--- config.mk ---
export PLATFORM = sky130hd
export DESIGN_NAME = swr_ctrl
export DESIGN_NICKNAME = d
export VERILOG_FILES = /design/src/verilog/swr_pkg.sv /design/src/verilog/swr_ctrl.sv
export SDC_FILE = /design/constraint.sdc
export NUM_CORES = 1
export LEC_CHECK = 0
export BUFFER_PORTS_ARGS = -buffer_cell sky130_fd_sc_hd__buf_2
export CAP_MARGIN = 20
export CORE_MARGIN = 2
export CORE_UTILIZATION = 51
export CTS_CLUSTER_DIAMETER = 80
export DETAILED_ROUTE_END_ITERATION = 12
export GPL_TIMING_DRIVEN = 0
export PLACE_DENSITY = 0.87
export RECOVER_POWER = 50
export SETUP_SLACK_MARGIN = 0.05
export SLEW_MARGIN = 15
export SYNTH_ARGS = -nofsm -noshare
export SYNTH_HDL_FRONTEND = slang
export SYNTH_SLANG_ARGS = --single-unit
--- constraint.sdc ---
create_clock -name ref_clk -period 2.4 [get_ports ref_clk]
set_input_delay 0 -clock ref_clk [delete_from_list [all_inputs] [get_ports ref_clk]]
set_output_delay 0 -clock ref_clk [all_outputs]
set_load 0.03 [all_outputs]
--- src/verilog/swr_pkg.sv ---
package swr_pkg;
  // register indices; byte address is four times the index
  localparam logic [5:0] IDX_SLEEP = 6'h15;
  localparam logic [5:0] IDX_WDCLR = 6'h16;
  localparam logic [5:0] IDX_OPMODE = 6'h17;
  localparam logic [5:0] IDX_LVD = 6'h1C;
  localparam logic [5:0] IDX_STAT = 6'h1D;

  localparam logic [7:0] SLEEP_CODE = 8'h5A;
  localparam logic [7:0] WDCLR_CODE = 8'hA5;
  localparam logic [7:0] OPMODE_RST = 8'h88;
  localparam logic [3:0] CAUSE_POR = 4'h1;

  localparam int OPM_CPU_FAST = 7;
  localparam int OPM_RTC_EN = 3;
  localparam int OPM_RTC_CLR = 2;
  localparam int LVD_EN = 4;
  localparam int LVD_STAT = 7;

  localparam int CLK_PERIOD_NS = 20;
  localparam int RST_TIME_MS = 125;
  localparam int RST_CYCLES =
    (RST_TIME_MS * 1000000 + CLK_PERIOD_NS - 1) / CLK_PERIOD_NS;
  localparam int SLOW_HZ = 32768;
  localparam int WDT_TIME_MS = 1500;
  localparam int WDT_TICKS = (WDT_TIME_MS * SLOW_HZ + 999) / 1000;

  // stable waits, in oscillator cycles
  localparam logic [10:0] FAST_STABLE = 11'h200;
  localparam logic [10:0] ISLOW_STABLE = 11'h004;
  localparam logic [10:0] XSLOW_STABLE = 11'h400;

  typedef enum logic [2:0] {
    ST_RESET = 3'b000,
    ST_RUN = 3'b001,
    ST_STANDBY = 3'b011,
    ST_WAKE = 3'b111,
    ST_HALT = 3'b101
  } swr_state_t;

  typedef enum logic [1:0] {
    MODE_NORMAL = 2'h0,
    MODE_SLOW = 2'h1,
    MODE_STANDBY = 2'h2,
    MODE_HALT = 2'h3
  } swr_mode_t;

  typedef struct packed {
    logic [2:0] timer;
    logic fast_tick;
    logic slow_tick;
    logic ext;
  } swr_wake_t;

  typedef struct packed {
    logic fast_osc_en;
    logic slow_clk_en;
    logic cpu_run;
    logic periph_en;
    logic cpu_clk_fast;
  } swr_clk_t;
endpackage : swr_pkg

--- src/verilog/swr_ctrl.sv ---
`timescale 1ns/100ps
module swr_ctrl #(
  parameter int unsigned RST_CYCLES = swr_pkg::RST_CYCLES,
  parameter int unsigned WDT_TICKS = swr_pkg::WDT_TICKS
) (
  input wire logic ref_clk,
  input wire logic rst_n,
  input wire logic psel,
  input wire logic penable,
  input wire logic pwrite,
  input wire logic [7:0] paddr,
  input wire logic [31:0] pwdata,
  output logic [31:0] prdata,
  output logic pready,
  output logic pslverr,
  input wire logic reset_pin,
  input wire logic supply_low,
  input wire logic lvd_below,
  input wire logic slow_xtal_sel,
  input wire logic wdt_option,
  input wire logic slow_clk_tick,
  input wire logic [15:0] port_pads,
  input wire logic [15:0] port_data,
  input wire swr_pkg::swr_wake_t wake_irq,
  output swr_pkg::swr_clk_t clk_ctrl,
  output logic [13:0] rtc_div,
  output logic sys_reset,
  output logic reset_vector_load
);
  localparam logic [22:0] RST_LAST = 23'(RST_CYCLES - 1);
  localparam logic [15:0] WDT_LAST = 16'(WDT_TICKS - 1);

  function automatic logic hit(input logic [7:0] a, input logic [5:0] idx);
    return (a[1:0] == 2'b00) && (a[7:2] == idx);
  endfunction : hit

  function automatic logic [10:0] stable_last(input logic fast,
                                              input logic xtal);
    if (fast) begin
      return swr_pkg::FAST_STABLE - 11'h001;
    end
    return (xtal ? swr_pkg::XSLOW_STABLE : swr_pkg::ISLOW_STABLE) - 11'h001;
  endfunction : stable_last

  swr_pkg::swr_state_t state;
  swr_pkg::swr_state_t next_state;
  logic [7:0] opmode;
  logic lvd_en;
  logic [3:0] last_cause;
  logic [22:0] rst_cnt;
  logic [10:0] wait_cnt;
  logic wait_fast;
  logic [15:0] wdt_cnt;
  logic wr_access;
  logic sleep_wr;
  logic wdclr_wr;
  logic opm_wr;
  logic mapped;
  logic key_change;
  logic wake_sb;
  logic wake_halt;
  logic rtc_step;
  logic wdt_expire;
  logic any_cause;
  logic wait_step;
  logic stable_done;
  logic [7:0] rd_mux;
  swr_pkg::swr_mode_t mode;

  // register slave: zero wait states, read data captured in setup phase
  assign pready = 1'b1;
  assign wr_access = psel & penable & pwrite;
  assign mapped = hit(paddr, swr_pkg::IDX_SLEEP)
                | hit(paddr, swr_pkg::IDX_WDCLR)
                | hit(paddr, swr_pkg::IDX_OPMODE)
                | hit(paddr, swr_pkg::IDX_LVD)
                | hit(paddr, swr_pkg::IDX_STAT);
  assign pslverr = psel & penable & ~mapped;
  assign sleep_wr = wr_access & hit(paddr, swr_pkg::IDX_SLEEP)
                  & (pwdata[7:0] == swr_pkg::SLEEP_CODE);
  assign wdclr_wr = wr_access & hit(paddr, swr_pkg::IDX_WDCLR)
                  & (pwdata[7:0] == swr_pkg::WDCLR_CODE);
  assign opm_wr = wr_access & hit(paddr, swr_pkg::IDX_OPMODE);

  // port data must mirror the pads before sleep, or this fires at once
  assign key_change = |(port_pads ^ port_data);
  assign wake_sb = key_change | (|wake_irq.timer) | wake_irq.fast_tick
                 | wake_irq.slow_tick | wake_irq.ext;
  assign wake_halt = key_change | wake_irq.ext;

  // divider and watchdog only advance while the slow clock runs
  assign rtc_step = slow_clk_tick & clk_ctrl.slow_clk_en
                  & opmode[swr_pkg::OPM_RTC_EN];
  assign wdt_expire = wdt_option & rtc_step & ~wdclr_wr
                    & (wdt_cnt == WDT_LAST);
  assign any_cause = reset_pin | supply_low | wdt_expire;

  assign wait_step = wait_fast | slow_clk_tick;
  assign stable_done = wait_step
                     & (wait_cnt == stable_last(wait_fast, slow_xtal_sel));

  always_comb begin
    next_state = state;
    case (state)
      swr_pkg::ST_RESET: begin
        if (rst_cnt == RST_LAST) begin
          next_state = swr_pkg::ST_RUN;
        end
      end
      swr_pkg::ST_RUN: begin
        if (sleep_wr) begin
          if (opmode[swr_pkg::OPM_RTC_EN]) begin
            next_state = swr_pkg::ST_STANDBY;
          end else begin
            next_state = swr_pkg::ST_HALT;
          end
        end
      end
      swr_pkg::ST_STANDBY: begin
        if (wake_sb) begin
          next_state = swr_pkg::ST_WAKE;
        end
      end
      swr_pkg::ST_HALT: begin
        if (wake_halt) begin
          next_state = swr_pkg::ST_WAKE;
        end
      end
      swr_pkg::ST_WAKE: begin
        if (stable_done) begin
          next_state = swr_pkg::ST_RUN;
        end
      end
      default: next_state = swr_pkg::ST_RESET;
    endcase
  end

  // a reset cause overrides any state, sleep included
  always_ff @(posedge ref_clk) begin
    if (!rst_n || any_cause) begin
      state <= swr_pkg::ST_RESET;
    end else begin
      state <= next_state;
    end
  end

  always_ff @(posedge ref_clk) begin
    if (!rst_n || any_cause || state != swr_pkg::ST_RESET) begin
      rst_cnt <= '0;
    end else begin
      rst_cnt <= rst_cnt + 23'h000001;
    end
  end

  always_ff @(posedge ref_clk) begin
    if (!rst_n) begin
      reset_vector_load <= 1'b0;
    end else begin
      reset_vector_load <= (state == swr_pkg::ST_RESET) & ~any_cause
                         & (next_state == swr_pkg::ST_RUN);
    end
  end

  assign sys_reset = (state == swr_pkg::ST_RESET);

  always_ff @(posedge ref_clk) begin
    if (!rst_n) begin
      last_cause <= swr_pkg::CAUSE_POR;
    end else if (any_cause) begin
      last_cause <= {wdt_expire, reset_pin, supply_low, 1'b0};
    end
  end

  // wake wait counts fast cycles or slow ticks, chosen at wake entry
  always_ff @(posedge ref_clk) begin
    if (!rst_n) begin
      wait_fast <= 1'b1;
    end else if (state != swr_pkg::ST_WAKE) begin
      wait_fast <= opmode[swr_pkg::OPM_CPU_FAST];
    end
  end

  always_ff @(posedge ref_clk) begin
    if (!rst_n || state != swr_pkg::ST_WAKE) begin
      wait_cnt <= '0;
    end else if (wait_step) begin
      wait_cnt <= wait_cnt + 11'h001;
    end
  end

  always_ff @(posedge ref_clk) begin
    if (!rst_n || state == swr_pkg::ST_RESET) begin
      opmode <= swr_pkg::OPMODE_RST;
    end else if (opm_wr) begin
      opmode <= {pwdata[7:3], 3'b000};
    end
  end

  always_ff @(posedge ref_clk) begin
    if (!rst_n || state == swr_pkg::ST_RESET) begin
      lvd_en <= 1'b0;
    end else if (wr_access && hit(paddr, swr_pkg::IDX_LVD)) begin
      lvd_en <= pwdata[swr_pkg::LVD_EN];
    end
  end

  always_ff @(posedge ref_clk) begin
    if (!rst_n || state == swr_pkg::ST_RESET) begin
      rtc_div <= '0;
    end else if (opm_wr && !pwdata[swr_pkg::OPM_RTC_CLR]) begin
      rtc_div <= '0;
    end else if (rtc_step) begin
      rtc_div <= rtc_div + 14'h0001;
    end
  end

  // a clear write wins over a divider step in the same cycle
  always_ff @(posedge ref_clk) begin
    if (!rst_n || state == swr_pkg::ST_RESET || wdclr_wr) begin
      wdt_cnt <= '0;
    end else if (wdt_option && rtc_step) begin
      wdt_cnt <= wdt_cnt + 16'h0001;
    end
  end

  always_comb begin
    clk_ctrl = '0;
    clk_ctrl.cpu_clk_fast = opmode[swr_pkg::OPM_CPU_FAST];
    case (state)
      swr_pkg::ST_RESET: begin
        clk_ctrl.fast_osc_en = 1'b1;
        clk_ctrl.slow_clk_en = 1'b1;
      end
      swr_pkg::ST_RUN: begin
        clk_ctrl.fast_osc_en = opmode[swr_pkg::OPM_CPU_FAST];
        clk_ctrl.slow_clk_en = opmode[swr_pkg::OPM_RTC_EN]
                             | ~opmode[swr_pkg::OPM_CPU_FAST];
        clk_ctrl.cpu_run = 1'b1;
        clk_ctrl.periph_en = 1'b1;
      end
      swr_pkg::ST_STANDBY: begin
        clk_ctrl.slow_clk_en = 1'b1;
        clk_ctrl.periph_en = 1'b1;
      end
      swr_pkg::ST_WAKE: begin
        clk_ctrl.fast_osc_en = wait_fast;
        clk_ctrl.slow_clk_en = ~wait_fast | opmode[swr_pkg::OPM_RTC_EN];
        clk_ctrl.periph_en = 1'b1;
      end
      swr_pkg::ST_HALT: begin
        clk_ctrl.slow_clk_en = 1'b0;
      end
      default: clk_ctrl.slow_clk_en = 1'b0;
    endcase
  end

  always_comb begin
    case (state)
      swr_pkg::ST_STANDBY: mode = swr_pkg::MODE_STANDBY;
      swr_pkg::ST_HALT: mode = swr_pkg::MODE_HALT;
      default: begin
        mode = opmode[swr_pkg::OPM_CPU_FAST] ? swr_pkg::MODE_NORMAL
                                             : swr_pkg::MODE_SLOW;
      end
    endcase
  end

  always_comb begin
    rd_mux = 8'h00;
    if (hit(paddr, swr_pkg::IDX_OPMODE)) begin
      rd_mux = opmode | 8'h04;
    end else if (hit(paddr, swr_pkg::IDX_LVD)) begin
      rd_mux[swr_pkg::LVD_EN] = lvd_en;
      rd_mux[swr_pkg::LVD_STAT] = lvd_en & lvd_below;
    end else if (hit(paddr, swr_pkg::IDX_STAT)) begin
      rd_mux = {2'b00, last_cause, mode};
    end
  end

  always_ff @(posedge ref_clk) begin
    if (!rst_n) begin
      prdata <= '0;
    end else if (psel && !penable && !pwrite) begin
      prdata <= {24'h000000, rd_mux};
    end
  end

  // helper counters seen only by the checks below
  logic [22:0] rst_age;
  logic [10:0] wake_age;
  // restarts on every cause, so the length counts from the last one
  always_ff @(posedge ref_clk) begin
    if (!rst_n || state != swr_pkg::ST_RESET || any_cause) begin
      rst_age <= '0;
    end else if (rst_age != 23'h7FFFFF) begin
      rst_age <= rst_age + 23'h000001;
    end
  end
  always_ff @(posedge ref_clk) begin
    if (!rst_n || state != swr_pkg::ST_WAKE) begin
      wake_age <= '0;
    end else if (wake_age != 11'h7FF) begin
      wake_age <= wake_age + 11'h001;
    end
  end
endmodule : swr_ctrl

==> key figures <==
Die
  • Die area: roughly 9500 um2
  • Die Height: 97.4 um
  • Rows: 34
  • IO Count: 144
  • Starting Density: about 52%
  • Core ar.: 8590 um2
  • DIE WIDTH: 97.4 um

Setup path
  • Required @ worst endpoint: around 2.6 ns
  • Critical Path AT: 2.34 ns
  • Crit-path max FO: 10
  • Worst setup EP type: register
  • Kind of critical path: register to register
  • Nature of the critical path startpoint: register

Timing
  • Worst Skew: 0.0208 ns
  • RSZ-0062 raised after global routing: false
  • Worst slew margin: between 40% and 50%
  • Pins Over Slew Limit: 0
  • Fin crit period: 2.10 ns
  • Min setup slack post-route: between 0.2 and 0.3 ns
  • Crit share post-route: ~88%
  • Hold Vio Cnt, Final: 0
  • Fmax: 475 MHz
  • Worst Max-Slew Pin Slew: 0.859 ns
  • Final Setup Violations: 0
  • Total negative slack: 0 ns

Clocking
  • CTS tree: done
  • CTS sink count: between 80 and 90
  • H-tree levels: 3
  • CTS root buf: clkbuf_8
  • # hold bufs at CTS: 11
  • Clk Latency, worst-skew pair: about 0.36 ns
  • Post-CTS sizing: 0
  • Max Buffers Root-to-Sink: 2
  • TritonCTS buffer count: 9
  • Setup bufs post-CTS: 0
  • Clock transition at path regs: 0.10 ns

Drt
  • Via count: 4108
  • Router iterations before antenna repair: 4
  • Via/cell ratio: 5.25
  • Final ANT Viol Nets: 0
  • DRC errors left: 0
  • Initial DRC count: around 190
  • Routed WL: 10500 um
  • WL per Instance: 13.4 um

Finish
  • Post-layout util: 62.9%
  • Diodes inserted: 0
  • Fillcell total: 717
  • Final nets: ~760
  • Layout cells sized above 1: 18.2%
  • Sequential Area: 1740 um2
  • Area occupied by multi-input gates: 2450 um2
  • P&R area growth vs syn: 21.6%

Yosys
  • Mux cell area share after synthesis: 0.703%
  • Mapped cell area: roughly 4400 um2
  • Count of mapped cells out of synthesis: 530
  • Synth Area in Simple Gates: roughly 27%
  • Synth Flop Type: dfxtp_1
  • XOR/XNOR Fraction of Synth Area: 14.8%
  • Synth top area share: 39.2%
  • Synthesized flop and latch total: between 80 and 90
  • Ranking of synthesized cells by area: dfxtp_1, xor2_1, nor2_1
  • Post-synth EDFFs: 0
  • Post-synthesis cell type count: 57
  • Synth cell count leaders: dfxtp_1, nor2_1, nand2_1
  • Cell taking the most area after synthesis: dfxtp_1
  • Count leader, synth: dfxtp_1
  • Ys Warns: 0
  • Synth Area in Adders: 1.13%
  • Largest family of logic cells by synthesized area: simple AND/OR/NAND/NOR gates
  • Seq/Total Area, Yosys: 39.2%
  • Post-synthesis compound-gate area fraction: 9.09%
  • Async set-reset flop share out of synthesis: 0%
  • Syn avg cell area: 8.39 um2

Global route
  • Vias in the first global route: slightly above 4000
  • Total track usage: 22.2%
  • First-pass GRT wire length: 17600 um
  • GRT Residual Overflow: 0
  • Initial antenna violation count: 0
  • Largest net degree at the start of global routing: 15

Power and ir drop
  • Pwr dens: ~510 nW/um2
  • P_leak: 0.00199 uW
  • VDD IR max: 0.000507 V

Run
  • Maxcap violations: 0

Placement
  • Pre-CTS setup slack: 0.375 ns
  • Post-DP HPWL: 8080 um
  • Routability Congestion: 0.890
  • I/O Buffers: 94

Run status
  • Status: finished clean

Hold path
  • Worst Hold Class: input port to register
==> per-layer routing <==
| metal | up-vias | wire length, um | track usage, % |
|---|---|---|---|
| met3 | 23 | 569 | 5.04 |
| met4 | 0 | 233 | 9.72 |
| met2 | 141 | 5190 | 38.8 |
| li1 | 2037 | - | - |
| met5 | - | 0 | 0 |
| met1 | 1907 | 4460 | 25.9 |
==> path summary, 6_finish.rpt <==
| path | end | cells after the start | slack [ns] | start |
|---|---|---|---|---|
| max | reset_vector_load | 7 | 0.30 | state[1] |
| min reg2reg | opmode[4] | 2 | 0.47 | opmode[4] |
| max reg2reg | reset_vector_load | 7 | 0.30 | state[1] |
| min | wait_cnt[1] | 3 | 0.04 | slow_clk_tick |
==> power by group <==
part / internal (uW) / leakage (uW) / total [uW] / switching [uW]
combinational: 112 / 0.00120 / 255 / 142
sequential: 1450 / 0.000702 / 1450 / 4.67
clock: 508 / 0.0000916 / 1030 / 518
==> sequential cells by signal, indices dropped and copies added, names as in the netlist <==
register,count
opmode,5
rtc_div,14
rst_cnt,23
lvd_en,1
state,3
wdt_cnt,16
prdata,8
wait_fast,1
reset_vector_load,1
last_cause,4
wait_cnt,11
==> kinds of logic (layout without fill, tap and decap cells) <==
logic type                 count (synthesis)  count (layout)
DFF                                       87              87
adders and majority gates                  4               4
other                                      2              25
muxes                                      3               3
and+or+nand+nor                          246             246
xor gates and xnor gates                  75              75
buffers and inverters                     58             179
AOI/OAI and AO/OA                         55              55
==> per-stage QoR <==
step	hold slack (ns)	instances	power, uW	cell area, um2
final	0.0390	782	2740	5410
after global routing	0.0570	782	2830	5410
after CTS	0.0213	782	2750	5450
after detailed placement	0.228	755	1730	5140
after global placement	0.217	755	1720	5140
after floorplan	0.109	553	1640	4530
==> cell usage in the layout (no fill, tap or decap), types with 5 or more instances in the layout <==
| master | instances |
|---|---|
| dfxtp_1 | 87 |
| nor2_1 | 83 |
| buf_2 | 71 |
| nand2_1 | 47 |
| xor2_1 | 43 |
| clkbuf_1 | 36 |
| xnor2_1 | 32 |
| buf_4 | 26 |
| nand3_1 | 25 |
| conb_1 | 25 |
| inv_1 | 17 |
| o21ai_0 | 16 |
| nor4_1 | 14 |
| nor3_1 | 14 |
| nand4_1 | 13 |
| a21oi_1 | 12 |
| and3_1 | 12 |
| dlygate4sd3_1 | 11 |
| clkbuf_8 | 10 |
| or3_1 | 7 |
| and2_0 | 5 |
==> critical path, cell delays in order (launching register included) <==
cell and delay, ns:
dfxtp_1 0.31, buf_2 0.18, and2_0 0.25, o2111ai_1 0.16
or4b_4 0.59, o21ai_4 0.24, buf_6 0.18, nor2_1 0.06
==> layout make-up <==
cell class / instances / share of cell area [%]
Buffer: 41 / 5.02
Inverter: 17 / 1.18
Multi-Input combinational cell: 408 / 45.3
Timing Repair Buffer: 105 / 10.1
Sequential cell: 87 / 32.2
Clock buffer: 11 / 2.61
Clock inverter: 5 / 1.06
Tap cell: 108 / 2.50
No activity file was read; power rests on OpenSTA's default activity.
